File: src/design/pwc_map.svh
// Constants of the pulse width and edge separation counter.
// Assumes one 40 MHz system clock; included by bare name.
`ifndef PWC_MAP_SVH
`define PWC_MAP_SVH
// Widths
`define PWC_CNT_W 32
`define PWC_PIN_N 4
`define PWC_SEL_W 2
`define PWC_TBS_W 3
`define PWC_FIFO_DEPTH 4
// Clock figures, nominal internal timebase
`define PWC_SYS_HZ 40000000
`define PWC_TB_INT_HZ 100000000
// Edge select: 0 rising (default), 1 falling
`define PWC_EDGE_RISE 1'b0
`define PWC_EDGE_FALL 1'b1
// Arm trigger type: 0 none, 1 digital edge
`define PWC_ARM_NONE 1'b0
`define PWC_ARM_EDGE 1'b1
// Timebase select: bit 2 set picks a pin, else the internal clock
`define PWC_TB_INTERNAL 3'h0
`define PWC_TB_EXT_BIT 2
`endif

File: src/design/pwc_pkg.sv
// Types of the pulse width and edge separation counter.
// Assumes pwc_map.svh holds the numeric constants.
package pwc_pkg;
  typedef enum logic [1:0] {
    PWC_MEAS_WIDTH = 2'h0,
    PWC_MEAS_SEP = 2'h1,
    PWC_MEAS_PERIOD = 2'h2
  } pwc_meas_e;
  typedef enum logic [1:0] {
    PWC_TM_ON_DEMAND = 2'h0,
    PWC_TM_IMPLICIT = 2'h1,
    PWC_TM_SAMPLE = 2'h2
  } pwc_timing_e;
  typedef enum logic [2:0] {
    PWC_ST_IDLE = 3'h0,
    PWC_ST_WAIT_ARM = 3'h1,
    PWC_ST_WAIT_START = 3'h2,
    PWC_ST_COUNT = 3'h3,
    PWC_ST_HOLD = 3'h4
  } pwc_state_e;
endpackage : pwc_pkg

File: src/design/pwc_fifo_if.sv
// Result stream between the counter core and its buffer.
// Assumes both ends run on clk_sys.
`timescale 1ns/1ps
`include "pwc_map.svh"
interface pwc_fifo_if;
  logic push_valid;
  logic push_ready;
  logic [`PWC_CNT_W-1:0] push_data;
  logic pop_valid;
  logic pop_ready;
  logic [`PWC_CNT_W-1:0] pop_data;
  logic flush;
  modport src (output push_valid, push_data, pop_ready, flush,
               input push_ready, pop_valid, pop_data);
  modport buf_end (input push_valid, push_data, pop_ready, flush,
                   output push_ready, pop_valid, pop_data);
endinterface : pwc_fifo_if

File: src/design/pwc_fifo.sv
// Small flip-flop FIFO holding measurement results.
// Assumes a single clock and synchronous flush.
`timescale 1ns/1ps
module pwc_fifo #(
  parameter int WIDTH = 32,
  parameter int DEPTH = 4
) (
  // Clock and reset
  input wire logic clk_sys,
  input wire logic rstn,
  // Stream ends
  pwc_fifo_if.buf_end fi
);
  localparam int AW = $clog2(DEPTH);
  logic [WIDTH-1:0] mem_q [DEPTH];
  logic [AW-1:0] wr_q;
  logic [AW-1:0] rd_q;
  logic [AW:0] cnt_q;
  logic do_push;
  logic do_pop;

  // Handshakes; full and empty come from the occupancy count
  assign fi.push_ready = (cnt_q != DEPTH[AW:0]);
  assign fi.pop_valid = (cnt_q != '0);
  assign fi.pop_data = mem_q[rd_q];
  assign do_push = fi.push_valid && fi.push_ready;
  assign do_pop = fi.pop_ready && fi.pop_valid;

  // Storage, written by index
  always_ff @(posedge clk_sys) begin
    if (do_push) begin
      mem_q[wr_q] <= fi.push_data;
    end
  end

  // Pointers and occupancy
  always_ff @(posedge clk_sys or negedge rstn) begin
    if (!rstn) begin
      wr_q <= '0;
      rd_q <= '0;
      cnt_q <= '0;
    end else if (fi.flush) begin
      wr_q <= '0;
      rd_q <= '0;
      cnt_q <= '0;
    end else begin
      if (do_push) begin
        wr_q <= (wr_q == AW'(DEPTH - 1)) ? '0 : wr_q + 1'b1;
      end
      if (do_pop) begin
        rd_q <= (rd_q == AW'(DEPTH - 1)) ? '0 : rd_q + 1'b1;
      end
      cnt_q <= cnt_q + {{AW{1'b0}}, do_push} - {{AW{1'b0}}, do_pop};
    end
  end
endmodule : pwc_fifo

File: src/design/pwc_counter.sv
// Pulse width, edge separation and period counter with result buffer.
// Assumes asynchronous pins and configuration held steady while running.
// What this block does
// - Count timebase edges while input is active.
// - Width starts only on transition into active.
// - Default measures high pulse, rise to fall.
// - Start edge selectable; opposite edge ends.
// - On-demand width held until read, then next.
// - Implicit width: pulses buffered, read in order; a newer one overwrites a stalled one when full.
// - Sample clock stores last complete width.
// - Arm trigger edge starts counting instead.
// - Partial pulse at arm trigger is skipped.
// - Timebase internal by default, else selectable.
// - Separation counts first edge to second edge.
// - Both edges default rising, independently selectable.
// - On-demand separation held until read.
// - Implicit separation: pairs buffered; a newer one overwrites a stalled one when full.
// - Sample clock stores last complete separation.
// - Separation uses the same selectable timebase.
// - Period measured like frequency, own input select.
`timescale 1ns/1ps
`include "pwc_map.svh"
module pwc_counter (
  // Clock and reset
  input wire logic clk_sys,
  input wire logic rstn,
  // Asynchronous input pins
  input wire logic [`PWC_PIN_N-1:0] programmable_input_pin,
  // Configuration
  input wire pwc_pkg::pwc_meas_e meas_mode,
  input wire pwc_pkg::pwc_timing_e timing_mode,
  input wire logic [`PWC_SEL_W-1:0] width_input_select,
  input wire logic width_start_edge,
  input wire logic [`PWC_SEL_W-1:0] sep_first_input_select,
  input wire logic [`PWC_SEL_W-1:0] sep_second_input_select,
  input wire logic sep_first_edge,
  input wire logic sep_second_edge,
  input wire logic [`PWC_SEL_W-1:0] period_input_select,
  input wire logic [`PWC_TBS_W-1:0] timebase_select,
  input wire logic [`PWC_SEL_W-1:0] sample_clock_select,
  input wire logic arm_trigger_type,
  input wire logic [`PWC_SEL_W-1:0] arm_trigger_source,
  input wire logic arm_trigger_edge,
  // Commands, one-cycle pulses
  input wire logic start,
  input wire logic stop,
  input wire logic read_req,
  // Results and status
  output logic rd_valid,
  output logic [`PWC_CNT_W-1:0] rd_data,
  output logic result_ready,
  output logic overflow,
  output logic running
);
  pwc_fifo_if fif ();
  pwc_pkg::pwc_state_e state_q;
  logic [`PWC_PIN_N-1:0] s1_q, s2_q, s3_q, lvl_q, prev_q;
  logic [`PWC_CNT_W-1:0] count_q, held_q, last_q, push_data_q, rd_data_q;
  logic last_ok_q, push_valid_q, rd_valid_q, ovf_q, ready_q, running_q;
  logic tb_tick, begin_ev, end_ev, arm_ev, smp_ev, new_push, buffered;

  // Edge of one filtered pin; falling selects the falling edge
  function automatic logic edge_hit(input logic [`PWC_PIN_N-1:0] lvl,
                                    input logic [`PWC_PIN_N-1:0] prv,
                                    input logic [`PWC_SEL_W-1:0] idx,
                                    input logic falling);
    logic rise;
    logic fall;
    rise = lvl[idx] & ~prv[idx];
    fall = ~lvl[idx] & prv[idx];
    edge_hit = (falling == `PWC_EDGE_FALL) ? fall : rise;
  endfunction : edge_hit

  //////////////////////////////////////////////////////////////////////////
  // Three-stage pin synchroniser; level moves once stages two and three agree
  always_ff @(posedge clk_sys or negedge rstn) begin
    if (!rstn) begin
      s1_q <= '0;
      s2_q <= '0;
      s3_q <= '0;
    end else begin
      s1_q <= programmable_input_pin;
      s2_q <= s1_q;
      s3_q <= s2_q;
    end
  end

  // Filtered level and its previous value for edge detection
  always_ff @(posedge clk_sys or negedge rstn) begin
    if (!rstn) begin
      lvl_q <= '0;
      prev_q <= '0;
    end else begin
      lvl_q <= (s3_q & ~(s2_q ^ s3_q)) | (lvl_q & (s2_q ^ s3_q));
      prev_q <= lvl_q;
    end
  end

  //////////////////////////////////////////////////////////////////////////
  // Event decode
  always_comb begin
    // timebase source select
    // Internal timebase ticks every cycle; a pin timebase counts rising edges
    if (timebase_select[`PWC_TB_EXT_BIT]) begin
      tb_tick = edge_hit(lvl_q, prev_q, timebase_select[`PWC_SEL_W-1:0],
                         `PWC_EDGE_RISE);
    end else begin
      tb_tick = 1'b1;
    end
    case (meas_mode)
      pwc_pkg::PWC_MEAS_WIDTH: begin
        begin_ev = edge_hit(lvl_q, prev_q, width_input_select, width_start_edge);
        end_ev = edge_hit(lvl_q, prev_q, width_input_select, ~width_start_edge);
      end
      pwc_pkg::PWC_MEAS_SEP: begin
        begin_ev = edge_hit(lvl_q, prev_q, sep_first_input_select, sep_first_edge);
        end_ev = edge_hit(lvl_q, prev_q, sep_second_input_select, sep_second_edge);
      end
      pwc_pkg::PWC_MEAS_PERIOD: begin
        begin_ev = edge_hit(lvl_q, prev_q, period_input_select, `PWC_EDGE_RISE);
        end_ev = begin_ev;
      end
      default: begin
        begin_ev = 1'b0;
        end_ev = 1'b0;
      end
    endcase
    arm_ev = edge_hit(lvl_q, prev_q, arm_trigger_source, arm_trigger_edge);
    smp_ev = edge_hit(lvl_q, prev_q, sample_clock_select, `PWC_EDGE_RISE);
  end

  assign buffered = (timing_mode != pwc_pkg::PWC_TM_ON_DEMAND);

  //////////////////////////////////////////////////////////////////////////
  // Control state machine
  always_ff @(posedge clk_sys or negedge rstn) begin
    if (!rstn) begin
      state_q <= pwc_pkg::PWC_ST_IDLE;
      running_q <= 1'b0;
    end else if (stop) begin
      state_q <= pwc_pkg::PWC_ST_IDLE;
      running_q <= 1'b0;
    end else if (start) begin
      running_q <= 1'b1;
      state_q <= (arm_trigger_type == `PWC_ARM_EDGE) ?
                 pwc_pkg::PWC_ST_WAIT_ARM : pwc_pkg::PWC_ST_WAIT_START;
    end else begin
      case (state_q)
        pwc_pkg::PWC_ST_IDLE: begin
          state_q <= pwc_pkg::PWC_ST_IDLE;
        end
        pwc_pkg::PWC_ST_WAIT_ARM: begin
          if (arm_ev) begin
            state_q <= pwc_pkg::PWC_ST_WAIT_START;
          end
        end
        pwc_pkg::PWC_ST_WAIT_START: begin
          if (begin_ev) begin
            state_q <= pwc_pkg::PWC_ST_COUNT;
          end
        end
        pwc_pkg::PWC_ST_COUNT: begin
          if (end_ev) begin
            if (!buffered) begin
              state_q <= pwc_pkg::PWC_ST_HOLD;
            end else if (meas_mode != pwc_pkg::PWC_MEAS_PERIOD) begin
              state_q <= pwc_pkg::PWC_ST_WAIT_START;
            end
          end
        end
        pwc_pkg::PWC_ST_HOLD: begin
          if (read_req) begin
            state_q <= pwc_pkg::PWC_ST_WAIT_START;
          end
        end
        default: begin
          state_q <= pwc_pkg::PWC_ST_IDLE;
          running_q <= 1'b0;
        end
      endcase
    end
  end

  always_ff @(posedge clk_sys or negedge rstn) begin
    if (!rstn) begin
      count_q <= '0;
    end else if (start || stop) begin
      count_q <= '0;
    end else if (state_q == pwc_pkg::PWC_ST_WAIT_START && begin_ev) begin
      count_q <= '0;
    end else if (state_q == pwc_pkg::PWC_ST_COUNT) begin
      // Period restarts on its ending edge so no pulse is missed
      if (end_ev) begin
        count_q <= '0;
      end else if (tb_tick) begin
        count_q <= count_q + 1'b1;
      end
    end
  end

  always_ff @(posedge clk_sys or negedge rstn) begin
    if (!rstn) begin
      held_q <= '0;
    end else if (state_q == pwc_pkg::PWC_ST_COUNT && end_ev && !buffered) begin
      held_q <= count_q;
    end
  end

  // latest complete result for sample-clock timing
  always_ff @(posedge clk_sys or negedge rstn) begin
    if (!rstn) begin
      last_q <= '0;
      last_ok_q <= 1'b0;
    end else if (start || stop) begin
      last_ok_q <= 1'b0;
    end else if (state_q == pwc_pkg::PWC_ST_COUNT && end_ev) begin
      last_q <= count_q;
      last_ok_q <= 1'b1;
    end
  end

  //////////////////////////////////////////////////////////////////////////
  // every result pushed in implicit mode
  // every pair pushed in implicit mode
  assign new_push = (start || stop) ? 1'b0 :
    (timing_mode == pwc_pkg::PWC_TM_IMPLICIT) ?
      (state_q == pwc_pkg::PWC_ST_COUNT && end_ev) :
    (timing_mode == pwc_pkg::PWC_TM_SAMPLE) ?
      (smp_ev && last_ok_q && state_q != pwc_pkg::PWC_ST_IDLE) : 1'b0;

  // Push register waits for room; a newer result overwrites a stalled one
  always_ff @(posedge clk_sys or negedge rstn) begin
    if (!rstn) begin
      push_valid_q <= 1'b0;
      push_data_q <= '0;
      ovf_q <= 1'b0;
    end else begin
      if (start) begin
        push_valid_q <= 1'b0;
      end else if (new_push) begin
        push_valid_q <= 1'b1;
        push_data_q <= (timing_mode == pwc_pkg::PWC_TM_SAMPLE) ? last_q : count_q;
      end else if (fif.push_ready) begin
        push_valid_q <= 1'b0;
      end
      // A clearing start wins over overflow set; no result is pushed in a start cycle
      if (new_push && push_valid_q && !fif.push_ready) begin
        ovf_q <= 1'b1;
      end else if (start) begin
        ovf_q <= 1'b0;
      end
    end
  end

  assign fif.push_valid = push_valid_q;
  assign fif.push_data = push_data_q;
  assign fif.pop_ready = read_req && buffered;
  assign fif.flush = start;

  pwc_fifo #(
    .WIDTH(`PWC_CNT_W),
    .DEPTH(`PWC_FIFO_DEPTH)
  ) u_fifo (
    .clk_sys(clk_sys),
    .rstn(rstn),
    .fi(fif)
  );

  // Read answer: held value or oldest buffered value
  always_ff @(posedge clk_sys or negedge rstn) begin
    if (!rstn) begin
      rd_valid_q <= 1'b0;
      rd_data_q <= '0;
      ready_q <= 1'b0;
    end else begin
      rd_valid_q <= 1'b0;
      if (read_req && !buffered && state_q == pwc_pkg::PWC_ST_HOLD) begin
        rd_valid_q <= 1'b1;
        rd_data_q <= held_q;
      end else if (fif.pop_ready && fif.pop_valid) begin
        rd_valid_q <= 1'b1;
        rd_data_q <= fif.pop_data;
      end
      ready_q <= buffered ? fif.pop_valid : (state_q == pwc_pkg::PWC_ST_HOLD);
    end
  end

  assign rd_valid = rd_valid_q;
  assign rd_data = rd_data_q;
  assign result_ready = ready_q;
  assign overflow = ovf_q;
  assign running = running_q;
endmodule : pwc_counter

File: config.mk
export PLATFORM = sky130hd
export DESIGN_NAME = pwc_counter
export DESIGN_NICKNAME = d
export VERILOG_FILES = /design/src/design/pwc_pkg.sv /design/src/design/pwc_fifo_if.sv /design/src/design/pwc_fifo.sv /design/src/design/pwc_counter.sv
export VERILOG_INCLUDE_DIRS = /design/src /design/src/design
export SDC_FILE = /design/constraint.sdc
export NUM_CORES = 1
export LEC_CHECK = 0
export BUFFER_PORTS_ARGS = -buffer_cell sky130_fd_sc_hd__buf_4
export CORE_ASPECT_RATIO = 1.75
export CORE_MARGIN = 2
export CORE_UTILIZATION = 23
export CTS_CLUSTER_DIAMETER = 200
export DETAILED_ROUTE_END_ITERATION = 10
export MAX_ROUTING_LAYER = met4
export SYNTH_ARGS = -nofsm -noshare
export SYNTH_HDL_FRONTEND = slang
export SYNTH_SLANG_ARGS = --single-unit
File: constraint.sdc
create_clock -name clk_sys -period 2.7 [get_ports clk_sys]
set_clock_uncertainty 0.1 [all_clocks]
set_input_delay 0.135 -clock clk_sys [delete_from_list [all_inputs] [get_ports clk_sys]]
set_output_delay 0.135 -clock clk_sys [all_outputs]
set_load 0.05 [all_outputs]
Word-level counts from Yosys, hierarchy flattened
Memory sizes are Yosys's and may differ from the RTL's.
Cells that the tools add are included.
{"block": "totals", "regBits": 196, "latch_bits": 0, "ramBits": 128, "rom_bits": 0, "inputBits": 33, "memories": 1}
{"name": "u_fifo.mem_q", "words": 4, "width": 32, "rd": 1, "rd_clocked_by_memory_dff": 0, "wr": 1, "line": "pwc_fifo.sv:15", "text": "logic [WIDTH-1:0] mem_q [DEPTH];"}
{"block": "classes", "n_addsub": 5, "n_mul": 0, "n_div": 0, "n_lt_le_gt_ge": 7, "n_eq_ne": 18, "shift": 0, "mux": 79, "bitwise": 29, "reduce_logical": 33}
{"cell": "2-to-1 mux 32 bit", "count": 8}
{"cell": "2-to-1 mux 1 bit", "count": 38}
{"cell": "adder 32 x 1 -> 32 bit (second input constant)", "count": 1}
{"cell": "binary-select mux 1 bit (select 2 bit)", "count": 14}
{"cell": "2-to-1 mux 3 bit", "count": 9}
{"cell": "less-than comparator 2 x 3 -> 1 bit (second input constant)", "count": 7}
{"cell": "!= test 4 bit (second input constant)", "count": 4}
{"cell": "2-to-1 mux 2 bit", "count": 7}
{"cell": "inverter 1 bit", "count": 13}
{"cell": "logical AND 1 bit", "count": 12}
{"cell": "one-hot mux 3 bit (4 select lines)", "count": 1}
{"cell": "nonzero test 2 bit", "count": 6}
{"cell": "nonzero test 3 bit", "count": 4}
{"cell": "AND 1 bit", "count": 11}
{"cell": "AND 4 bit", "count": 2}
{"cell": "== test 2 bit (second input constant)", "count": 4}
{"cell": "== test 3 x 2 -> 1 bit (second input constant)", "count": 2}
{"cell": "one-hot mux 1 bit (3 select lines)", "count": 2}
{"cell": "AND reduction 2 bit", "count": 3}
{"cell": "!= test 5 bit (second input constant)", "count": 1}
{"cell": "AND reduction 5 bit", "count": 1}
{"cell": "OR reduction 5 bit", "count": 1}
{"cell": "adder 2 x 1 -> 2 bit (second input constant)", "count": 2}
{"cell": "== test 2 x 1 -> 1 bit (second input constant)", "count": 2}
{"cell": "15 further kinds", "count": 16}

Logic depth before layout (Yosys ltp)
Gate-level depths: netlist (run 1).
{"block": "depth", "depth_word": 12, "ltp_mapped": 9, "ltp_nobuf": 8}

Cells and area by module
Synthesis (run 1) repeated with hierarchy kept, for this count alone.
{"block": "unflattened", "cells_unflattened": 992, "area_unflattened_um2": 13693.1}
{"mod": "pwc_counter", "n_inst": 1, "cells_per_inst": 777, "area_each_um2": 8584.5}
{"mod": "pwc_fifo", "n_inst": 1, "cells_per_inst": 215, "area_each_um2": 5108.6}

Least setup slack after synthesis (run 1)
Ideal clock, no wire load.
{"block": "synth_path", "path_type": "flip-flop to flip-flop", "startpoint": "register (tool-made name)", "endpoint": "register held_q[28]", "arrival_time_ns": 2.331, "required_time_ns": 2.472, "setup_slack_ns": 0.141, "stages_incl_launch_ff": 9, "path_buffers": 2, "period_less_slack_ns": 2.559, "path_cell_list": "dfrtp_1 > nand2b_1 > mux4_2 > a21o_1 > o211a_1 > buf_2 > nor3_4 > buf_4 > mux2_1"}
{"item": "end signal: assignment", "line": "pwc_counter.sv:205", "text": "held_q <= count_q;"}
{"item": "end: declaration", "line": "pwc_counter.sv:58", "text": "logic [`PWC_CNT_W-1:0] count_q, held_q, last_q, push_data_q, rd_data_q;"}

Final worst setup path (run 1)
{"block": "layout_path", "startpoint": "register prev_q[1]", "endpoint": "register held_q[15]"}
{"block": "layout_via", "elab_chain_cells": 8, "elab_cells_between_ends": 19}
{"item": "start: declaration", "line": "pwc_counter.sv:57", "text": "logic [`PWC_PIN_N-1:0] s1_q, s2_q, s3_q, lvl_q, prev_q;"}
{"item": "start signal: assignment", "line": "pwc_counter.sv:95", "text": "prev_q <= lvl_q;"}
{"item": "binary-select mux 1 bit (select 2 bit)", "line": "pwc_counter.sv:69, pwc_counter.sv:70"}
{"item": "2-to-1 mux 1 bit (implied by the code)", "line": "pwc_counter.sv:69, pwc_counter.sv:70"}
{"item": "inverter 1 bit", "line": "pwc_counter.sv:69", "text": "rise = lvl[idx] & ~prv[idx];"}
{"item": "AND 1 bit", "line": "pwc_counter.sv:69"}
{"item": "2-to-1 mux 1 bit", "line": "pwc_counter.sv:71", "text": "edge_hit = (falling == `PWC_EDGE_FALL) ? fall : rise;"}
{"item": "one-hot mux 1 bit (3 select lines) *", "line": "pwc_counter.sv:110", "text": "case (meas_mode)"}
{"item": "logical AND 1 bit * (2 in series)", "line": "pwc_counter.sv:204", "text": "end else if (state_q == pwc_pkg::PWC_ST_COUNT && end_ev && !buffered) begin"}
Mark *: on every way between the ends. The rest lies on a longest branch, timed or not. The select of a mux whose other input is x is not followed.
A chain may end at the register's enable or synchronous reset.

==> results_dict.tcl, run 1 <==
set metrics [dict create \
    synth_flop_cell "dfrtp_1" \
    min_period_ns 2.67 \
    grt_usage 0.108 \
    die-area_mm2 0.0628 \
    antenna_found_initial 0 \
    pin_count 69 \
    use_met3 0.0127 \
    htreeDepth 1 \
    clock_power_share 0.360 \
    reg2reg_depth 9 \
    clk_latency_ns 0.55 \
    outcome "finished clean" \
    final_util 0.285 \
    intPower_mw 8.42 \
    p_leak_nw 7.27 \
    synth_nets 998 \
    grt_first_pass_wirelength_um 50900 \
    synth_edf_count 128 \
    dr.pass1.iters 4 \
    worst_ep_required_time_ns 3.04 \
    final_cells 1882 \
    met2_usage 0.214 \
    synthCells 956 \
    yosys_register_bits 324 \
    p_sw_mw 3.44 \
    hold_class "input pin to asynchronous set/reset pin" \
    antenna_cells 0 \
    async_reset_ff_frac 0.605 \
    wl_per_cell_um 17.6 \
    yosysSeqAreaShare 0.627 \
    drive_above_1_share 0.322 \
    tightest_slew_ns 0.689 \
    maxCapViolCount 0 \
    fin_nets 1116 \
    p_per_area_mw_per_mm2 691 \
    post_drt_via_cell_ratio 4.44 \
    setup_viol_count_final 0 \
    dp_cells 1809 \
    criticalPathCategory "flip-flop to flip-flop" \
    rsz0062_at_grt "yes" \
    grt-ovfl-total 0 \
    syn_avg_cell_area_um2 14.6 \
    core-area_mm2 0.0602 \
    grt_start_max_net_pins 78 \
    crit_fanout 6 \
    rows 119 \
    synth_cell_types 60 \
    cts.root.buffer_cell "clkbuf_16" \
    final_antenna_net_count 0 \
    cts_tree "yes" \
    use_met1 0.107 \
    via_count 8360 \
    clkSinkCount 324 \
    period_share 0.988 \
    clk_path_buf_depth 3 \
    slew_headroom 0.541 \
    drc_errors 0 \
    p_comb_frac 0.179 \
    drt_iter0_drc 425 \
    fmax_mhz 375 \
    r2r_setup_slack_ns 0.03 \
    irDropWorstVdd_v 0.000488 \
    p_seq_frac 0.461 \
    gp_congestion 0.845 \
    routed_wl_um 33100 \
    port_buffers 68 \
    busiest_layer "met2" \
    arrival_ns 3.01 \
    synth_warnings 0 \
    die_w_um 190 \
    die_h_um 330 \
    cts_buffers 29 \
    syn_area_mm2 0.0140 \
    swShare 0.290 \
    first_global_vias 8931 \
    initial_core_util 0.232 \
    hold_slack_ns 0.0215 \
    slew_violations 0 \
    critical_path.startpoint_type "flip-flop" \
    final_hold_viol_count 0 \
    path_clk_slew_ns 0.07 \
    endpoint_kind "flip-flop" \
    dp_hpwl_um 21900 \
    syn2layout_area_growth_pct 23.0 \
]
-- state kept, by name, indices dropped and copies added (netlist names), named ones only --
signal / cells
state_q: 3
prev_q: 4
fif.push_data: 32
count_q: 32
overflow: 1
s3_q: 4
last_q: 32
u_fifo.rd_q: 2
s2_q: 4
held_q: 32
rd_data: 32
rd_valid: 1
last_ok_q: 1
u_fifo.cnt_q: 3
u_fifo.mem_q: 128
fif.push_valid: 1
result_ready: 1
u_fifo.wr_q: 2
running: 1
s1_q: 4
-- worst max-delay path: stages (launching register included) --
cell	delay [ns]
dfrtp_1	0.41
buf_6	0.13
mux4_2	0.48
and3b_1	0.24
o21ai_2	0.08
o211a_4	0.18
nor3_4	0.24
buf_12	0.18
clkbuf_16	0.16
mux2_2	0.33
-- power by group through the flow --
stage | Clock, mW | Combinational [mW] | Sequential [mW]
detailed placement | 0 | 2.14 | 5.57
global placement | 0 | 2.12 | 5.56
finish | 4.27 | 2.12 | 5.47
floorplan | 0 | 0.673 | 6.22
CTS | 4.41 | 2.16 | 5.47
global route | 4.58 | 2.30 | 5.50
-- routing by layer --
layer  vias to the layer above  share of wire
met3                        41          0.032
met5                         -              0
met4                         0          0.022
met2                       156           0.58
met1                      4316           0.36
li1                       3847              -
-- synth_stat cells (3+ instances only) --
master	instances	area, um^2
nor4_1	3	18.8
o211ai_1	13	97.6
or3_1	13	81.3
a21oi_1	26	130
buf_4	5	37.5
nor2b_1	11	68.8
mux2_1	34	383
nand2b_1	7	43.8
nand2_1	62	233
o211a_1	6	60.1
mux2i_1	36	360
maj3_1	4	40.0
edfxtp_1	128	3840
or3b_2	3	26.3
clkbuf_1	40	150
nand3_1	27	135
buf_1	7	26.3
o21a_1	7	52.6
mux2_2	93	1050
o221ai_1	6	52.6
nand3b_1	3	22.5
nor2_1	16	60.1
nand4_1	13	81.3
and2_1	7	43.8
inv_1	10	37.5
or4_1	12	90.1
ha_1	8	100
a31oi_1	11	68.8
o21ai_0	37	185
mux4_2	42	946
and3_1	13	81.3
buf_2	9	45.0
nor3b_1	5	37.5
nor3_1	12	60.1
dfrtp_1	196	4900
-- repair_timing --
item / CTS / global route
hold endpoints to repair: 195 / 0
setup buffers: 0 / 5
pin swaps: 1 / 5
gates resized for setup: 4 / 22
hold buffers: 11 / 0
cloned: 0 / 4
setup endpoints to repair: 7 / 83
-- cell type report --
class                   instances  area (um^2)
fillers                      6143        43000
flip-flops and latches        324         8750
multi-input cells             561         5000
repair buffers                148         1430
well taps                     786          983
clock buffers                  33          772
clock inverters                20          195
inverters                      10         37.5
-- cells by family (layout without fill, tap and decap cells) --
| group | after synthesis | count (layout) | synth area share |
|---|---|---|---|
| AOI/OAI and AO/OA | 122 | 122 | 0.0581 |
| xor gates and xnor gates | 3 | 3 | 0.00188 |
| adders and majority gates | 13 | 13 | 0.0115 |
| buffers and inverters | 71 | 211 | 0.0212 |
| DFF | 324 | 324 | 0.627 |
| muxes | 205 | 205 | 0.196 |
| and+or+nand+nor | 218 | 218 | 0.0848 |
-- per-stage QoR --
step / power [mW] / instance area [um^2] / worst slack [ns] / TNS (ns)
2_1_floorplan: 6.89 / 14000 / 0.141 / 0
3_3_place_gp: 7.68 / 15900 / 0.0555 / 0
3_5_place_dp: 7.71 / 15900 / -0.0694 / -0.0694
4_1_cts: 12.0 / 16900 / 0.0243 / 0
5_1_grt: 12.4 / 17200 / -0.0208 / -0.220
6_report: 11.9 / 17200 / 0.0317 / 0
-- path summary, 6_finish.rpt --
path	startpoint	to
worst max-delay path	prev_q[1]	held_q[15]
worst min-delay path	rstn	rd_data[22]
min in group clk_sys	timing_mode[1]	result_ready
worst max register to register	prev_q[1]	held_q[15]
worst min register to register	s1_q[1]	s2_q[1]
max in group asynchronous	rstn	asynchronous set/reset pin
-- placed cells by master, fill, tap and decap left out, types with 7 or more instances in the layout --
| cell | Yosys | layout |
|---|---|---|
| dfrtp_1 | 196 | 192 |
| edfxtp_1 | 128 | 128 |
| buf_4 | 5 | 113 |
| mux2_2 | 93 | 93 |
| nand2_1 | 62 | 61 |
| mux4_2 | 42 | 42 |
| o21ai_0 | 37 | 37 |
| mux2i_1 | 36 | 36 |
| clkbuf_16 | 0 | 33 |
| nand3_1 | 27 | 26 |
| a21oi_1 | 26 | 26 |
| mux2_1 | 34 | 26 |
| buf_12 | 0 | 17 |
| nor2_1 | 16 | 16 |
| and3_1 | 13 | 13 |
| nand4_1 | 13 | 13 |
| o211ai_1 | 13 | 13 |
| or3_1 | 13 | 13 |
| or4_1 | 12 | 12 |
| nor3_1 | 12 | 11 |
| a31oi_1 | 11 | 11 |
| dlygate4sd3_1 | 0 | 11 |
| inv_1 | 10 | 10 |
| nor2b_1 | 11 | 10 |
| mux2_4 | 0 | 8 |
| ha_1 | 8 | 8 |
| clkinv_2 | 0 | 8 |
| o21a_1 | 7 | 7 |
| and2_1 | 7 | 7 |
Note: power is estimated with default switching activity, not from simulation.
==> run 2: changes to the inputs <==
Settings changed: CAP_MARGIN from default to 20, CORE_MARGIN 2 to default.
Clock period 2.7 ns to 3.3 ns, I/O delays scaled along.
==> run 2 against run 1 <==
Compared with the run above: register-to-register slack gained 0.52 ns; utilization shrank 0.93 points; largest cell class unchanged; sequential power shrank 17%; total power shrank 18%; non-clock buffer count shrank 41; highest routed layer unchanged.
==> results_dict.tcl, run 2 (synthesis results as in run 1) <==
set metrics [dict create \
    intPower_mw 6.90 \
    p_sw_mw 2.77 \
    critical_path.startpoint_type "flip-flop" \
    post_drt_via_cell_ratio 4.49 \
    final_antenna_net_count 0 \
    cts_setup_buffers 0 \
    die_w_um 188 \
    pin_count 69 \
    clock_power_share 0.362 \
    slew_violations 0 \
    antenna_found_initial 0 \
    port_buffers 68 \
    largest_reg_flops 128 \
    rsz0062_at_grt "no" \
    final_common_cell "dfrtp_1" \
    hold_class "input pin to asynchronous set/reset pin" \
    cts_tree "yes" \
    die_h_um 328 \
    arrival_ns 3.13 \
    drive_above_1_share 0.275 \
    hold_slack_ns 0.0164 \
    syn2layout_area_growth_pct 19.0 \
    final_cells 1842 \
    crit_fanout 6 \
    dp_cells 1775 \
    antenna_cells 0 \
    grt-ovfl-total 0 \
    largest_register "u_fifo.mem_q" \
    slowest_delay_ns 0.58 \
    worst_ep_required_time_ns 3.68 \
    period_share 0.834 \
    p_per_area_mw_per_mm2 582 \
    fmax_mhz 363 \
    setup_viol_count_final 0 \
    setup_tns_ns 0 \
    cts.root.buffer_cell "clkbuf_16" \
    clkSinkCount 324 \
    p_seq_frac 0.468 \
    initial_core_util 0.232 \
    ctsHoldBuffers 13 \
    mostFrequentLayoutCells "dfrtp_1, edfxtp_1, mux2_2" \
    p_leak_nw 7.00 \
    via_count 8277 \
    wl_per_cell_um 17.8 \
    endpoint_kind "flip-flop" \
    crit_slowest_cell "mux4_2" \
    path_clk_slew_ns 0.07 \
    routed_wl_um 32900 \
    dp_hpwl_um 22000 \
    htreeDepth 1 \
    tightest_slew_ns 0.936 \
    path_cells "nand2b_1, mux4_2, a2111oi_4, nand3_2, or4_1, a21oi_1" \
    drc_errors 0 \
    maxCapViolCount 0 \
    core-area_mm2 0.0602 \
    die-area_mm2 0.0617 \
    final_hold_viol_count 0 \
    dr.pass1.iters 5 \
    cts_resized 0 \
    slew_headroom 0.376 \
    clk_latency_ns 0.56 \
    outcome "finished clean" \
    rows 119 \
    first_global_vias 8737 \
    grt_usage 0.111 \
    cts_buffers 29 \
    gp_congestion 0.807 \
    criticalPathCategory "flip-flop to flip-flop" \
    drt_iter0_drc 323 \
    grt_first_pass_wirelength_um 51600 \
    clk_path_buf_depth 3 \
    fin_nets 1075 \
    grt_start_max_net_pins 96 \
    swShare 0.287 \
    p_comb_frac 0.169 \
    irDropWorstVdd_v 0.000301 \
    min_period_ns 2.75 \
]
-- run 2: layout make-up --
class,count,area (um^2)
clock buffers,41,831
fillers,6147,43500
inverters,10,37.5
well taps,786,983
multi-input cells,561,4930
clock inverters,13,154
flip-flops and latches,324,8750
repair buffers,107,930
-- run 2: path summary, 6_finish.rpt --
path                                           startpoint                end  slack [ns]  cells past startpoint
worst max-delay path                            prev_q[3]        count_q[31]        0.55                      6
worst min-delay path                                 rstn     u_fifo.wr_q[0]        0.02                      2
worst max register to register                  prev_q[3]        count_q[31]        0.55                      6
worst min register to register                    s1_q[2]            s2_q[2]        0.25                      0
max in group asynchronous                            rstn  fif.push_data[15]        2.15                      3
min in group clk_sys            programmable_input_pin[3]            s1_q[3]        0.15                      2
-- run 2: power groups by stage --
stage / combinational [mW] / clock, mW / sequential [mW]
finish: 1.64 / 3.51 / 4.53
floorplan: 0.551 / 0 / 5.09
global placement: 1.64 / 0 / 4.61
detailed placement: 1.66 / 0 / 4.62
CTS: 1.67 / 3.62 / 4.54
global route: 1.75 / 3.75 / 4.56
-- run 2: worst max-delay path, delay by kind of cell, from the launching register on --
family / cells / cell delay, ns
multiplexers: 1 / 0.58
AND/OR/NAND/NOR: 3 / 0.81
flip-flops: 1 / 0.42
AO/OA/AOI/OAI: 2 / 0.77
-- run 2: metrics by stage --
step	worst slack [ns]	cell area (um^2)	power, mW	util
2_1_floorplan	0.741	14000	5.64	-
3_3_place_gp	0.601	15500	6.24	0.258
3_5_place_dp	0.536	15500	6.28	0.258
4_1_cts	0.526	16600	9.84	0.276
5_1_grt	0.313	16600	10.1	0.276
6_report	0.549	16600	9.67	0.276
-- run 2: routing by layer --
metal  vias up  share of wire  GRT usage
li1       3768              -          -
met1      4292           0.38      0.117
met2       169           0.56      0.210
met3        48          0.034     0.0123
met4         0          0.028     0.0407
met5         -              0          -
==> run 3: changes to the inputs <==
Clock period 3.3 ns to 2.8 ns, I/O delays scaled along.
==> run 3 against run 2 <==
Compared with the run above: combinational power grew 21%; register-to-register slack got worse by 0.41 ns; cell count up 1.2%; critical path type unchanged; critical endpoint is now count_q[25]; largest power group unchanged.
==> results_dict.tcl, run 3 (synthesis results as in run 1) <==
set metrics [dict create \
    outcome "finished clean" \
    period_share 0.950 \
    drt_iter0_drc 420 \
    drive_above_1_share 0.287 \
    grt-ovfl-total 0 \
    setup_viol_count_final 0 \
    port_buffers 68 \
    rows 119 \
    largest_reg_flops 128 \
    clk_path_buf_depth 3 \
    crit_fanout 32 \
    slew_violations 0 \
    cts_tree "yes" \
    die_w_um 188 \
    cts_buffers 30 \
    fin_nets 1096 \
    slew_headroom 0.520 \
    dr.pass1.iters 5 \
    endpoint_kind "flip-flop" \
    fmax_mhz 376 \
    antenna_found_initial 0 \
    min_period_ns 2.66 \
    syn2layout_area_growth_pct 20.7 \
    final_common_cell "dfrtp_1" \
    final_util 0.280 \
    drc_errors 0 \
    hold_class "input pin to asynchronous set/reset pin" \
    p_leak_nw 7.12 \
    antenna_cells 0 \
    power.total_mw 11.3 \
    r2r_setup_slack_ns 0.14 \
    post_drt_via_cell_ratio 4.48 \
    core-area_mm2 0.0602 \
    dp_hpwl_um 21800 \
    slowest_delay_ns 0.53 \
    criticalPathCategory "flip-flop to flip-flop" \
    cts.root.buffer_cell "clkbuf_16" \
    fillCellCount 6129 \
    path_clk_slew_ns 0.07 \
    largest_register "u_fifo.mem_q" \
    routed_wl_um 32400 \
    crit_slowest_cell "mux4_2" \
    die-area_mm2 0.0617 \
    final_antenna_net_count 0 \
    mostFrequentLayoutCells "dfrtp_1, edfxtp_1, buf_4" \
    die_h_um 328 \
    wl_per_cell_um 17.4 \
    tightest_slew_ns 0.720 \
    clkSinkCount 324 \
    htreeDepth 1 \
    path_cells "mux4_2, and3b_1, o21ai_1, o211ai_1, buf_12, or4_1, a31oi_1" \
    p_per_area_mw_per_mm2 673 \
    pin_count 69 \
    grt_first_pass_wirelength_um 51500 \
    maxCapViolCount 0 \
    clk_latency_ns 0.58 \
    initial_core_util 0.232 \
    final_hold_viol_count 0 \
    irDropWorstVdd_v 0.000456 \
    grt_usage 0.111 \
    gp_congestion 0.826 \
    first_global_vias 8936 \
    arrival_ns 3.06 \
    via_count 8355 \
    worst_ep_required_time_ns 3.20 \
    grt_start_max_net_pins 70 \
    critical_path.startpoint_type "flip-flop" \
]
## run 3: metal layers
layer	vias up	routed length (um)	track usage
li1	3821	-	-
met1	4279	11900	0.111
met2	184	18100	0.210
met3	71	981	0.0119
met4	0	1430	0.0555
met5	-	0	-
## run 3: critical path: cells and delay by family (launching register included)
| kind | cells | cell delay, ns |
|---|---|---|
| simple gates | 2 | 0.68 |
| compound gates | 3 | 0.58 |
| flops | 1 | 0.47 |
| mux | 1 | 0.53 |
| buf+inv | 1 | 0.21 |
## run 3: per-stage QoR
stage	setup slack, ns	std cells	setup TNS, ns	hold WS, ns	cell area, um^2
floorplan	0.241	956	0	-0.256	14000
global placement	0.0819	1795	0	0.0997	15700
detailed placement	0.0892	1795	0	0.112	15700
CTS	0.0366	1864	0	0.0487	16800
global route	-0.00278	1864	-0.00278	0.105	16900
finish	0.141	1864	0	0.0427	16900
## run 3: cell type report
| cell class | instances | area, um^2 | area share |
|---|---|---|---|
| flip-flops and latches | 324 | 8750 | 0.519 |
| clock buffers | 37 | 808 | 0.0479 |
| well taps | 786 | 983 | 0.0583 |
| clock inverters | 19 | 160 | 0.00950 |
| multi-input cells | 561 | 4930 | 0.293 |
| repair buffers | 127 | 1180 | 0.0702 |
| inverters | 10 | 37.5 | 0.00223 |
## run 3: path summary, 6_finish.rpt
check	to	cells after the start
setup / recovery	count_q[25]	7
hold / removal	rd_data[28]	2
setup reg to reg	count_q[25]	7
hold reg to reg	s2_q[1]	0
max in group asynchronous	fif.push_data[15]	3
min in group clk_sys	s1_q[2]	2
## run 3: where the power goes
group          switching, mW  internal [mW]  total, mW  leakage, nW
clock network           1.83           2.25       4.08        0.477
logic                   1.31          0.671       1.98         2.62
registers              0.154           5.13       5.28         4.03
total                   3.30           8.05       11.3         7.12
## run 3: what timing repair did
action                                  4_1_cts  5_1_grt
endpoints found under the hold margin       115        0
buffers inserted                              0        0
hold buffers                                 13        0
gates resized for setup                       0        3
endpoints found under the setup margin        0       13
